<file path="src/inc/ffx_consts.vh">
// Register offsets, field positions, reset values and timing counts of the FIFO array host.
`ifndef FFX_CONSTS_VH
`define FFX_CONSTS_VH
`define FFX_ADDR_W 5
`define FFX_OFF_CTRL 5'h00
`define FFX_OFF_STATUS 5'h04
`define FFX_OFF_DATA_IN 5'h08
`define FFX_OFF_DATA_OUT 5'h0C
`define FFX_OFF_IRQ_STAT 5'h10
`define FFX_OFF_IRQ_EN 5'h14
`define FFX_OFF_IRQ_CLR 5'h18
`define FFX_CTRL_INIT 0
`define FFX_CTRL_PULL 1
`define FFX_ST_BUSY 0
`define FFX_ST_IN_READY 1
`define FFX_ST_OUT_VALID 2
`define FFX_ST_RX_VALID 3
`define FFX_ST_LEVEL_LSB 16
`define FFX_EV_INIT 0
`define FFX_EV_IN 1
`define FFX_EV_OUT 2
`define FFX_EV_REFUSED 3
`define FFX_EV_W 4
`define FFX_IRQ_EN_RESET 4'h0
`define FFX_WORDS_PER_SLICE 15
`define FFX_SLICE_BITS 4
`define FFX_PCLK_NS 5
`define FFX_INIT_LOW_NS 20
`define FFX_LOAD_HIGH_NS 5
`define FFX_INIT_CYC ((`FFX_INIT_LOW_NS + `FFX_PCLK_NS - 1) / `FFX_PCLK_NS)
`define FFX_LOAD_CYC ((`FFX_LOAD_HIGH_NS + `FFX_PCLK_NS - 1) / `FFX_PCLK_NS)
`endif

</file>
<file path="src/design/ffx_host.v">
// Host controller that drives an expanded array of fall-through FIFO slices over APB.
//
// Behaviour
// - Vertical chain of n slices holds 15n+1 words of four bits.
// - Array of m rows by n columns holds 15m+1 words of 4n bits.
// - Host offers words only when last input full flag is high, reads on valid.
// - Row master grant is tied low; slaves take grant from previous full flag.
`timescale 1ns/1ps
`include "ffx_consts.vh"
module ffx_host #(
  parameter ROWS = 2,
  parameter COLS = 4
) (
  input wire pclk,
  input wire presetn,
  input wire psel,
  input wire penable,
  input wire pwrite,
  input wire [`FFX_ADDR_W-1:0] paddr,
  input wire [31:0] pwdata,
  output reg [31:0] prdata,
  output reg pready,
  output reg pslverr,
  output reg irq,
  output reg init_n,
  output reg word_load,
  output reg [4*COLS-1:0] array_data_in,
  output reg push_to_stack_n,
  output reg row_grant_in_n,
  output reg word_pull,
  output reg serial_pull_req_n,
  input wire input_full_n,
  input wire out_word_valid,
  input wire [4*COLS-1:0] array_data_out
);
  localparam DW = `FFX_SLICE_BITS * COLS;
  // Integer forms first, then cut on purpose to the widths the comparisons use.
  localparam integer CAPACITY_I = `FFX_WORDS_PER_SLICE * ROWS + 1;
  localparam integer INIT_CYC_I = `FFX_INIT_CYC;
  localparam integer LOAD_CYC_I = `FFX_LOAD_CYC;
  localparam [15:0] CAPACITY = CAPACITY_I[15:0];
  localparam [7:0] INIT_CYC = INIT_CYC_I[7:0];
  localparam [7:0] LOAD_CYC = LOAD_CYC_I[7:0];
  localparam [2:0] S_IDLE = 3'h0;
  localparam [2:0] S_INIT = 3'h1;
  localparam [2:0] S_INIT_WAIT = 3'h2;
  localparam [2:0] S_LOAD = 3'h3;
  localparam [2:0] S_PUSH = 3'h4;
  localparam [2:0] S_PULL = 3'h5;
  localparam [2:0] S_PULL_END = 3'h6;

  reg [2:0] state;
  reg [7:0] cnt;
  // The level counter is bookkeeping of the host; the slices report no count.
  reg [15:0] level;
  reg [DW-1:0] rx_word;
  reg rx_valid;
  reg [`FFX_EV_W-1:0] irq_stat;
  reg [`FFX_EV_W-1:0] irq_en;
  reg [`FFX_EV_W-1:0] ev;
  reg [`FFX_EV_W-1:0] next_irq_stat;
  reg addr_ok;

  // One address decode for every register strobe keeps the map in one place.
  function addr_hit;
    input [`FFX_ADDR_W-1:0] a;
    input [`FFX_ADDR_W-1:0] off;
    begin
      addr_hit = (a == off);
    end
  endfunction

  // Phase counter step; it saturates so a stalled array cannot wrap it into a short count.
  function [7:0] step_cnt;
    input [7:0] v;
    begin
      if (v == 8'hFF) begin
        step_cnt = v;
      end else begin
        step_cnt = v + 8'h01;
      end
    end
  endfunction

  // Fill level step: one word in or one word out.
  function [15:0] step_level;
    input [15:0] v;
    input up;
    begin
      if (up) begin
        step_level = v + 16'h0001;
      end else begin
        step_level = v - 16'h0001;
      end
    end
  endfunction

  wire setup = psel & ~penable;
  wire wr = psel & penable & pwrite;
  wire rd = psel & penable & ~pwrite;
  wire busy = (state != S_IDLE);
  wire wr_ctrl = wr & addr_hit(paddr, `FFX_OFF_CTRL);
  wire wr_data = wr & addr_hit(paddr, `FFX_OFF_DATA_IN);
  wire rd_data = rd & addr_hit(paddr, `FFX_OFF_DATA_OUT);
  wire wr_irq_en = wr & addr_hit(paddr, `FFX_OFF_IRQ_EN);
  wire [`FFX_EV_W-1:0] clr_bits = (wr & addr_hit(paddr, `FFX_OFF_IRQ_CLR)) ?
    pwdata[`FFX_EV_W-1:0] : {`FFX_EV_W{1'b0}};
  // A word is offered only while the array can take it and there is room in it.
  wire can_load = ~busy & input_full_n & (level < CAPACITY);
  wire can_pull = ~busy & (level != 16'h0000) & ~rx_valid;
  wire start_init = wr_ctrl & pwdata[`FFX_CTRL_INIT] & ~busy;
  wire start_pull = wr_ctrl & ~pwdata[`FFX_CTRL_INIT] & pwdata[`FFX_CTRL_PULL] & can_pull;
  // Each refusal is named so the refused-command event can be traced to its cause.
  wire refuse_load = wr_data & ~can_load;
  wire refuse_init = wr_ctrl & pwdata[`FFX_CTRL_INIT] & busy;
  wire refuse_pull = wr_ctrl & ~pwdata[`FFX_CTRL_INIT] & pwdata[`FFX_CTRL_PULL] & ~can_pull;
  wire refused = refuse_load | refuse_init | refuse_pull;

  always @* begin
    case (paddr)
      `FFX_OFF_CTRL, `FFX_OFF_STATUS, `FFX_OFF_DATA_IN, `FFX_OFF_DATA_OUT,
      `FFX_OFF_IRQ_STAT, `FFX_OFF_IRQ_EN, `FFX_OFF_IRQ_CLR: addr_ok = 1'b1;
      default: addr_ok = 1'b0;
    endcase
  end

  // Sticky status: an event in the same cycle as its clear survives.
  always @* begin
    next_irq_stat = (irq_stat & ~clr_bits) | ev;
  end

  // APB slave: zero wait states; read data is captured in the setup cycle.
  // Capturing at setup lets prdata stand through the whole access phase.
  always @(posedge pclk or negedge presetn) begin
    if (!presetn) begin
      prdata <= 32'h0000_0000;
      pready <= 1'b0;
      pslverr <= 1'b0;
      irq_en <= `FFX_IRQ_EN_RESET;
      irq_stat <= {`FFX_EV_W{1'b0}};
      irq <= 1'b0;
    end else begin
      pready <= 1'b1;
      irq_stat <= next_irq_stat;
      // The interrupt follows the next status value, so it rises with the sticky bit.
      irq <= |(next_irq_stat & irq_en);
      if (wr_irq_en) begin
        irq_en <= pwdata[`FFX_EV_W-1:0];
      end
      if (setup) begin
        pslverr <= ~addr_ok;
        prdata <= 32'h0000_0000;
        if (!pwrite) begin
          case (paddr)
            `FFX_OFF_STATUS: begin
              prdata[`FFX_ST_BUSY] <= busy;
              prdata[`FFX_ST_IN_READY] <= can_load;
              prdata[`FFX_ST_OUT_VALID] <= out_word_valid;
              prdata[`FFX_ST_RX_VALID] <= rx_valid;
              prdata[31:`FFX_ST_LEVEL_LSB] <= level;
            end
            `FFX_OFF_DATA_OUT: begin
              prdata[DW-1:0] <= rx_word;
            end
            `FFX_OFF_IRQ_STAT: begin
              prdata[`FFX_EV_W-1:0] <= irq_stat;
            end
            `FFX_OFF_IRQ_EN: begin
              prdata[`FFX_EV_W-1:0] <= irq_en;
            end
            default: begin
              prdata <= 32'h0000_0000;
            end
          endcase
        end
      end
    end
  end

  // Array sequencer. After reset it holds the master reset low, waits for the
  // row to report empty, and then serves one command at a time: a load that
  // ends in a push into the stack, or a pull that ends when valid drops.
  // There is no timeout on the array flags; software sees a hang as busy.
  always @(posedge pclk or negedge presetn) begin
    if (!presetn) begin
      state <= S_INIT;
      cnt <= 8'h00;
      level <= 16'h0000;
      rx_word <= {DW{1'b0}};
      rx_valid <= 1'b0;
      ev <= {`FFX_EV_W{1'b0}};
      init_n <= 1'b0;
      word_load <= 1'b0;
      array_data_in <= {DW{1'b0}};
      push_to_stack_n <= 1'b1;
      row_grant_in_n <= 1'b0;
      word_pull <= 1'b0;
      serial_pull_req_n <= 1'b1;
    end else begin
      ev <= {`FFX_EV_W{1'b0}};
      ev[`FFX_EV_REFUSED] <= refused;
      // The row master grant never leaves ground; slaves are chained by wiring.
      row_grant_in_n <= 1'b0;
      // Parallel extraction only; the serial request stays idle.
      serial_pull_req_n <= 1'b1;
      if (rd_data) begin
        rx_valid <= 1'b0;
      end
      case (state)
        S_IDLE: begin
          if (start_init) begin
            init_n <= 1'b0;
            cnt <= 8'h00;
            state <= S_INIT;
          end else if (wr_data & can_load) begin
            array_data_in <= pwdata[DW-1:0];
            word_load <= 1'b1;
            cnt <= 8'h00;
            state <= S_LOAD;
          end else if (start_pull) begin
            word_pull <= 1'b1;
            state <= S_PULL;
          end
        end
        S_INIT: begin
          // Push stays high so no request-initialization is latched during reset.
          if (cnt >= INIT_CYC - 8'h01) begin
            init_n <= 1'b1;
            state <= S_INIT_WAIT;
          end else begin
            cnt <= step_cnt(cnt);
          end
        end
        S_INIT_WAIT: begin
          // The array is ready once the last full flag reads high after reset.
          if (input_full_n) begin
            level <= 16'h0000;
            rx_valid <= 1'b0;
            ev[`FFX_EV_INIT] <= 1'b1;
            state <= S_IDLE;
          end
        end
        S_LOAD: begin
          // Hold the load pulse its least width and until the whole row is full.
          if (cnt < LOAD_CYC) begin
            cnt <= step_cnt(cnt);
          end
          if ((cnt >= LOAD_CYC - 8'h01) & ~input_full_n) begin
            word_load <= 1'b0;
            push_to_stack_n <= 1'b0;
            state <= S_PUSH;
          end
        end
        S_PUSH: begin
          // Load is already low, so the slices may reinitialize; the word is in
          // only when the last slave in the row reports empty again.
          if (input_full_n) begin
            push_to_stack_n <= 1'b1;
            level <= step_level(level, 1'b1);
            ev[`FFX_EV_IN] <= 1'b1;
            state <= S_IDLE;
          end
        end
        S_PULL: begin
          // Data is taken only when the last slave of the output row is valid.
          if (out_word_valid) begin
            rx_word <= array_data_out;
            rx_valid <= 1'b1;
            word_pull <= 1'b0;
            state <= S_PULL_END;
          end
        end
        S_PULL_END: begin
          // Wait for valid to drop so the next pull cannot see a stale flag.
          if (!out_word_valid) begin
            level <= step_level(level, 1'b0);
            ev[`FFX_EV_OUT] <= 1'b1;
            state <= S_IDLE;
          end
        end
        default: begin
          state <= S_IDLE;
        end
      endcase
    end
  end
endmodule

</file>
<file path="config.mk">
export PLATFORM = sky130hd
export DESIGN_NAME = ffx_host
export DESIGN_NICKNAME = d
export VERILOG_FILES = /design/src/design/ffx_host.v
export VERILOG_INCLUDE_DIRS = /design/src /design/src/inc
export SDC_FILE = /design/constraint.sdc
export NUM_CORES = 1
export LEC_CHECK = 0
export BUFFER_PORTS_ARGS = -buffer_cell sky130_fd_sc_hd__buf_4
export CAP_MARGIN = 5
export CORE_ASPECT_RATIO = 1.5
export CORE_MARGIN = 1.5
export CORE_UTILIZATION = 49
export DETAILED_ROUTE_END_ITERATION = 16
export PLACE_DENSITY = 0.76
export SETUP_SLACK_MARGIN = 0.02
export SYNTH_ARGS = -nofsm -noshare
export SYNTH_HDL_FRONTEND = slang
export SYNTH_SLANG_ARGS = --single-unit
</file>
<file path="constraint.sdc">
create_clock -name pclk -period 2.6 [get_ports pclk]
set_clock_uncertainty 0.1 [all_clocks]
set_input_delay 0.13 -clock pclk [delete_from_list [all_inputs] [get_ports pclk]]
set_output_delay 0.13 -clock pclk [all_outputs]
set_load 0.02 [all_outputs]
</file>
==> results.toml <==
[grt]
grt_use_total_pct = 23.1
grt_pass1_vias = 4348
overflow = 0
grt_max_degree = 61
antenna_found_initial = 0
grt_first_pass_wirelength_um = 20800

[sta]
slew_headroom_pct = 59.9
timing.fmax_mhz = 385
rsz0062_at_grt = "true"
hold_viol = 0
worst_slack_ns = 0.00343
timing.hold.ws_ns = 0.0290
slew_violations = 0
tightest_slew_ns = 0.597
finalSetupViolations = 0
period_share_pct = 99.9
post-route-min-period_ns = 2.60

[clock_network]
clockBufferDepth = 2
htree_levels = 3
numCtsBuffers = 9
cts_tree = "built"
insertion_delay_ns = 0.35
post-cts-setup-buffers = 0
cts_root_buf = "clkbuf_16"
numClockSinks = 111
cts.clk_slew.worst_paths_ns = 0.07

[synthesis]
synth_ff_type = "dfrtp_1"
synth_warnings = 0
ys_seq_area_share_pct = 52.2
netlist_instances = 474
synth-edff-count = 0
netlist_area_sq_mm = 0.00533
ys_seq_elements = 111
ys_types = 62
syn_avg_cell_area_sq_um = 11.2
async_flop_share_pct = 100

[power_and_ir_drop]
swShare_pct = 24.7
switching_power_mw = 0.871
ir_worst_vdd_mv = 0.296
p_int_mw = 2.66
cellPowerDensity_mw_per_mm2 = 501
p_total_mw = 3.53
comb_power_share_pct = 11.5
p_leak_nw = 3.50
clkPwrFrac_pct = 36.9
seq_power_share_pct = 51.7

[critical_path]
critPathLaunchType = "flip-flop"
cp_max_fo = 14
worstPathRequired_ns = 2.76
r2r_cells = 9
crit_type = "flip-flop to flip-flop"
arrival_ns = 2.76
crit_path_end_kind = "flip-flop"

[final_layout]
nFillCells = 819
drive_gt1_share_pct = 31.8
finalNetCount = 694
syn_to_final_growth_pct = 32.2

[hold_path]
worst_hold_path_type = "primary input to flip-flop"
holdPathStages = 3

[place]
pre_cts_slack_ns = 0.00152
gp_congestion = 0.927
io_buffers = 98
hpwlAfterDp_um = 8930

[floorplan]
coreArea_sq_mm = 0.0106
rows = 46
initial_core_util_pct = 50.3
die_area_sq_mm = 0.0115
die_w_um = 88.1
ios = 117
die_height_um = 131

[route]
num_vias = 4294
post-route-drc-count = 0
avgViaCountPerCell = 5.60
dr.pass1.iters = 4
drt-initial-drc-count = 230
wl_per_cell_um = 16.9
ant_nets = 0
wl_um = 12900

[run]
max_cap_violations = 0

[outcome]
outcome = "completed"
==> stage by stage <==
step	instances	util (%)	TNS (ns)	instance area [sq um]
after floorplan	475	-	-0.0969	5370
after global placement	715	59.9	0	6350
final	767	66.5	0	7040
after detailed placement	715	59.9	0	6350
after global routing	766	66.4	-0.288	7040
after CTS	766	66.0	0	6990
==> power groups by stage <==
stage | logic, mW | clock network [mW] | registers [mW]
floorplan | 0.169 | 0 | 1.87
global placement | 0.346 | 0 | 1.85
detailed placement | 0.359 | 0 | 1.86
CTS | 0.405 | 1.33 | 1.82
global route | 0.445 | 1.39 | 1.83
finish | 0.404 | 1.30 | 1.82
==> final cells by class <==
class	instances	area, sq um	share of cell area, %
Sequential cell	111	2780	39.5
Clock buffer	12	246	3.50
Timing Repair Buffer	155	1280	18.1
Inverter	10	40.0	0.569
Clock inverter	4	31.3	0.444
Tap cell	144	180	2.56
Multi-Input combinational cell	330	2480	35.3
Antenna cell	1	2.50	0.0355
==> Yosys cell counts, types with 8 or more instances <==
master | number | area share [%]
nand3_1 | 8 | 0.75
buf_2 | 8 | 0.75
clkbuf_1 | 10 | 0.70
ha_1 | 16 | 3.8
inv_1 | 10 | 0.70
nor3_1 | 10 | 0.94
a22o_1 | 28 | 4.6
mux2_2 | 39 | 8.2
a21o_1 | 18 | 2.5
a21oi_1 | 16 | 1.5
nand2_1 | 41 | 2.9
dfrtp_1 | 109 | 51
nor2_1 | 19 | 1.3
o21ai_0 | 23 | 2.2
==> flip-flops by register name (all words and copies together) (netlist names), 3 cells and up <==
name	cells
rx_word	16
prdata	32
irq_en	4
array_data_in	16
ev	4
state	3
level	16
irq_stat	4
cnt	8
==> worst max-delay path: stages (launching register included) <==
cell and delay, ns:
dfstp_2 0.53, nand3b_1 0.17, inv_4 0.13, ha_1 0.32, a211oi_1 0.24, o21bai_1 0.15
o211ai_1 0.33, a311o_1 0.26, o21ai_0 0.10, a2bb2oi_1 0.18
==> worst paths after layout <==
path                           from                to  slack, ns
setup / recovery           state[0]         level[15]      0.003
hold / removal             paddr[0]             ev[3]       0.03
setup reg to reg           state[0]         level[15]      0.003
hold reg to reg               ev[0]       irq_stat[0]       0.37
max in group asynchronous   presetn          state[0]       1.43
min in group asynchronous   presetn  array_data_in[7]       0.21
==> cells in the final DEF, fill, tap and decap left out, types with 8 or more instances in the layout <==
master and instances:
a21oi_1 16, dlygate4sd3_1 35, nor2_1 19, o21ai_0 22, a21o_1 18, dfrtp_1 109, ha_1 13, mux2_2 39
inv_1 9, nand3_1 8, nor3_1 9, buf_4 118, a22o_1 28, clkbuf_16 9, nand2_1 41
==> metal layers <==
| layer | track usage, % | vias up | part of all wire (%) | wire length [um] |
|---|---|---|---|---|
| met5 | 0 | - | 0 | 0 |
| met4 | 10.1 | 0 | 2.4 | 311 |
| met3 | 2.64 | 25 | 2.5 | 325 |
| met2 | 39.9 | 90 | 53 | 6870 |
| met1 | 29.2 | 2155 | 42 | 5430 |
| li1 | - | 2024 | - | - |
==> timing repair <==
item / CTS / global route
gates resized for setup: 2 / 9
endpoints found under the setup margin: 2 / 10
pin swaps: 1 / 3
endpoints found under the hold margin: 81 / 0
hold buffers: 35 / 0
==> cell families (layout without fill, tap and decap cells) <==
kind of cell	after synthesis	count (layout)	share of synthesized area [%]
AOI/OAI and AO/OA	130	130	17.5
xor gates and xnor gates	10	10	1.64
adders and majority gates	17	17	4.14
muxes	41	41	8.62
other	2	4	0.141
buffers and inverters	34	181	2.94
DFF	111	111	52.2
and+or+nand+nor	129	129	12.9
Power figures use the tool's default switching activity.
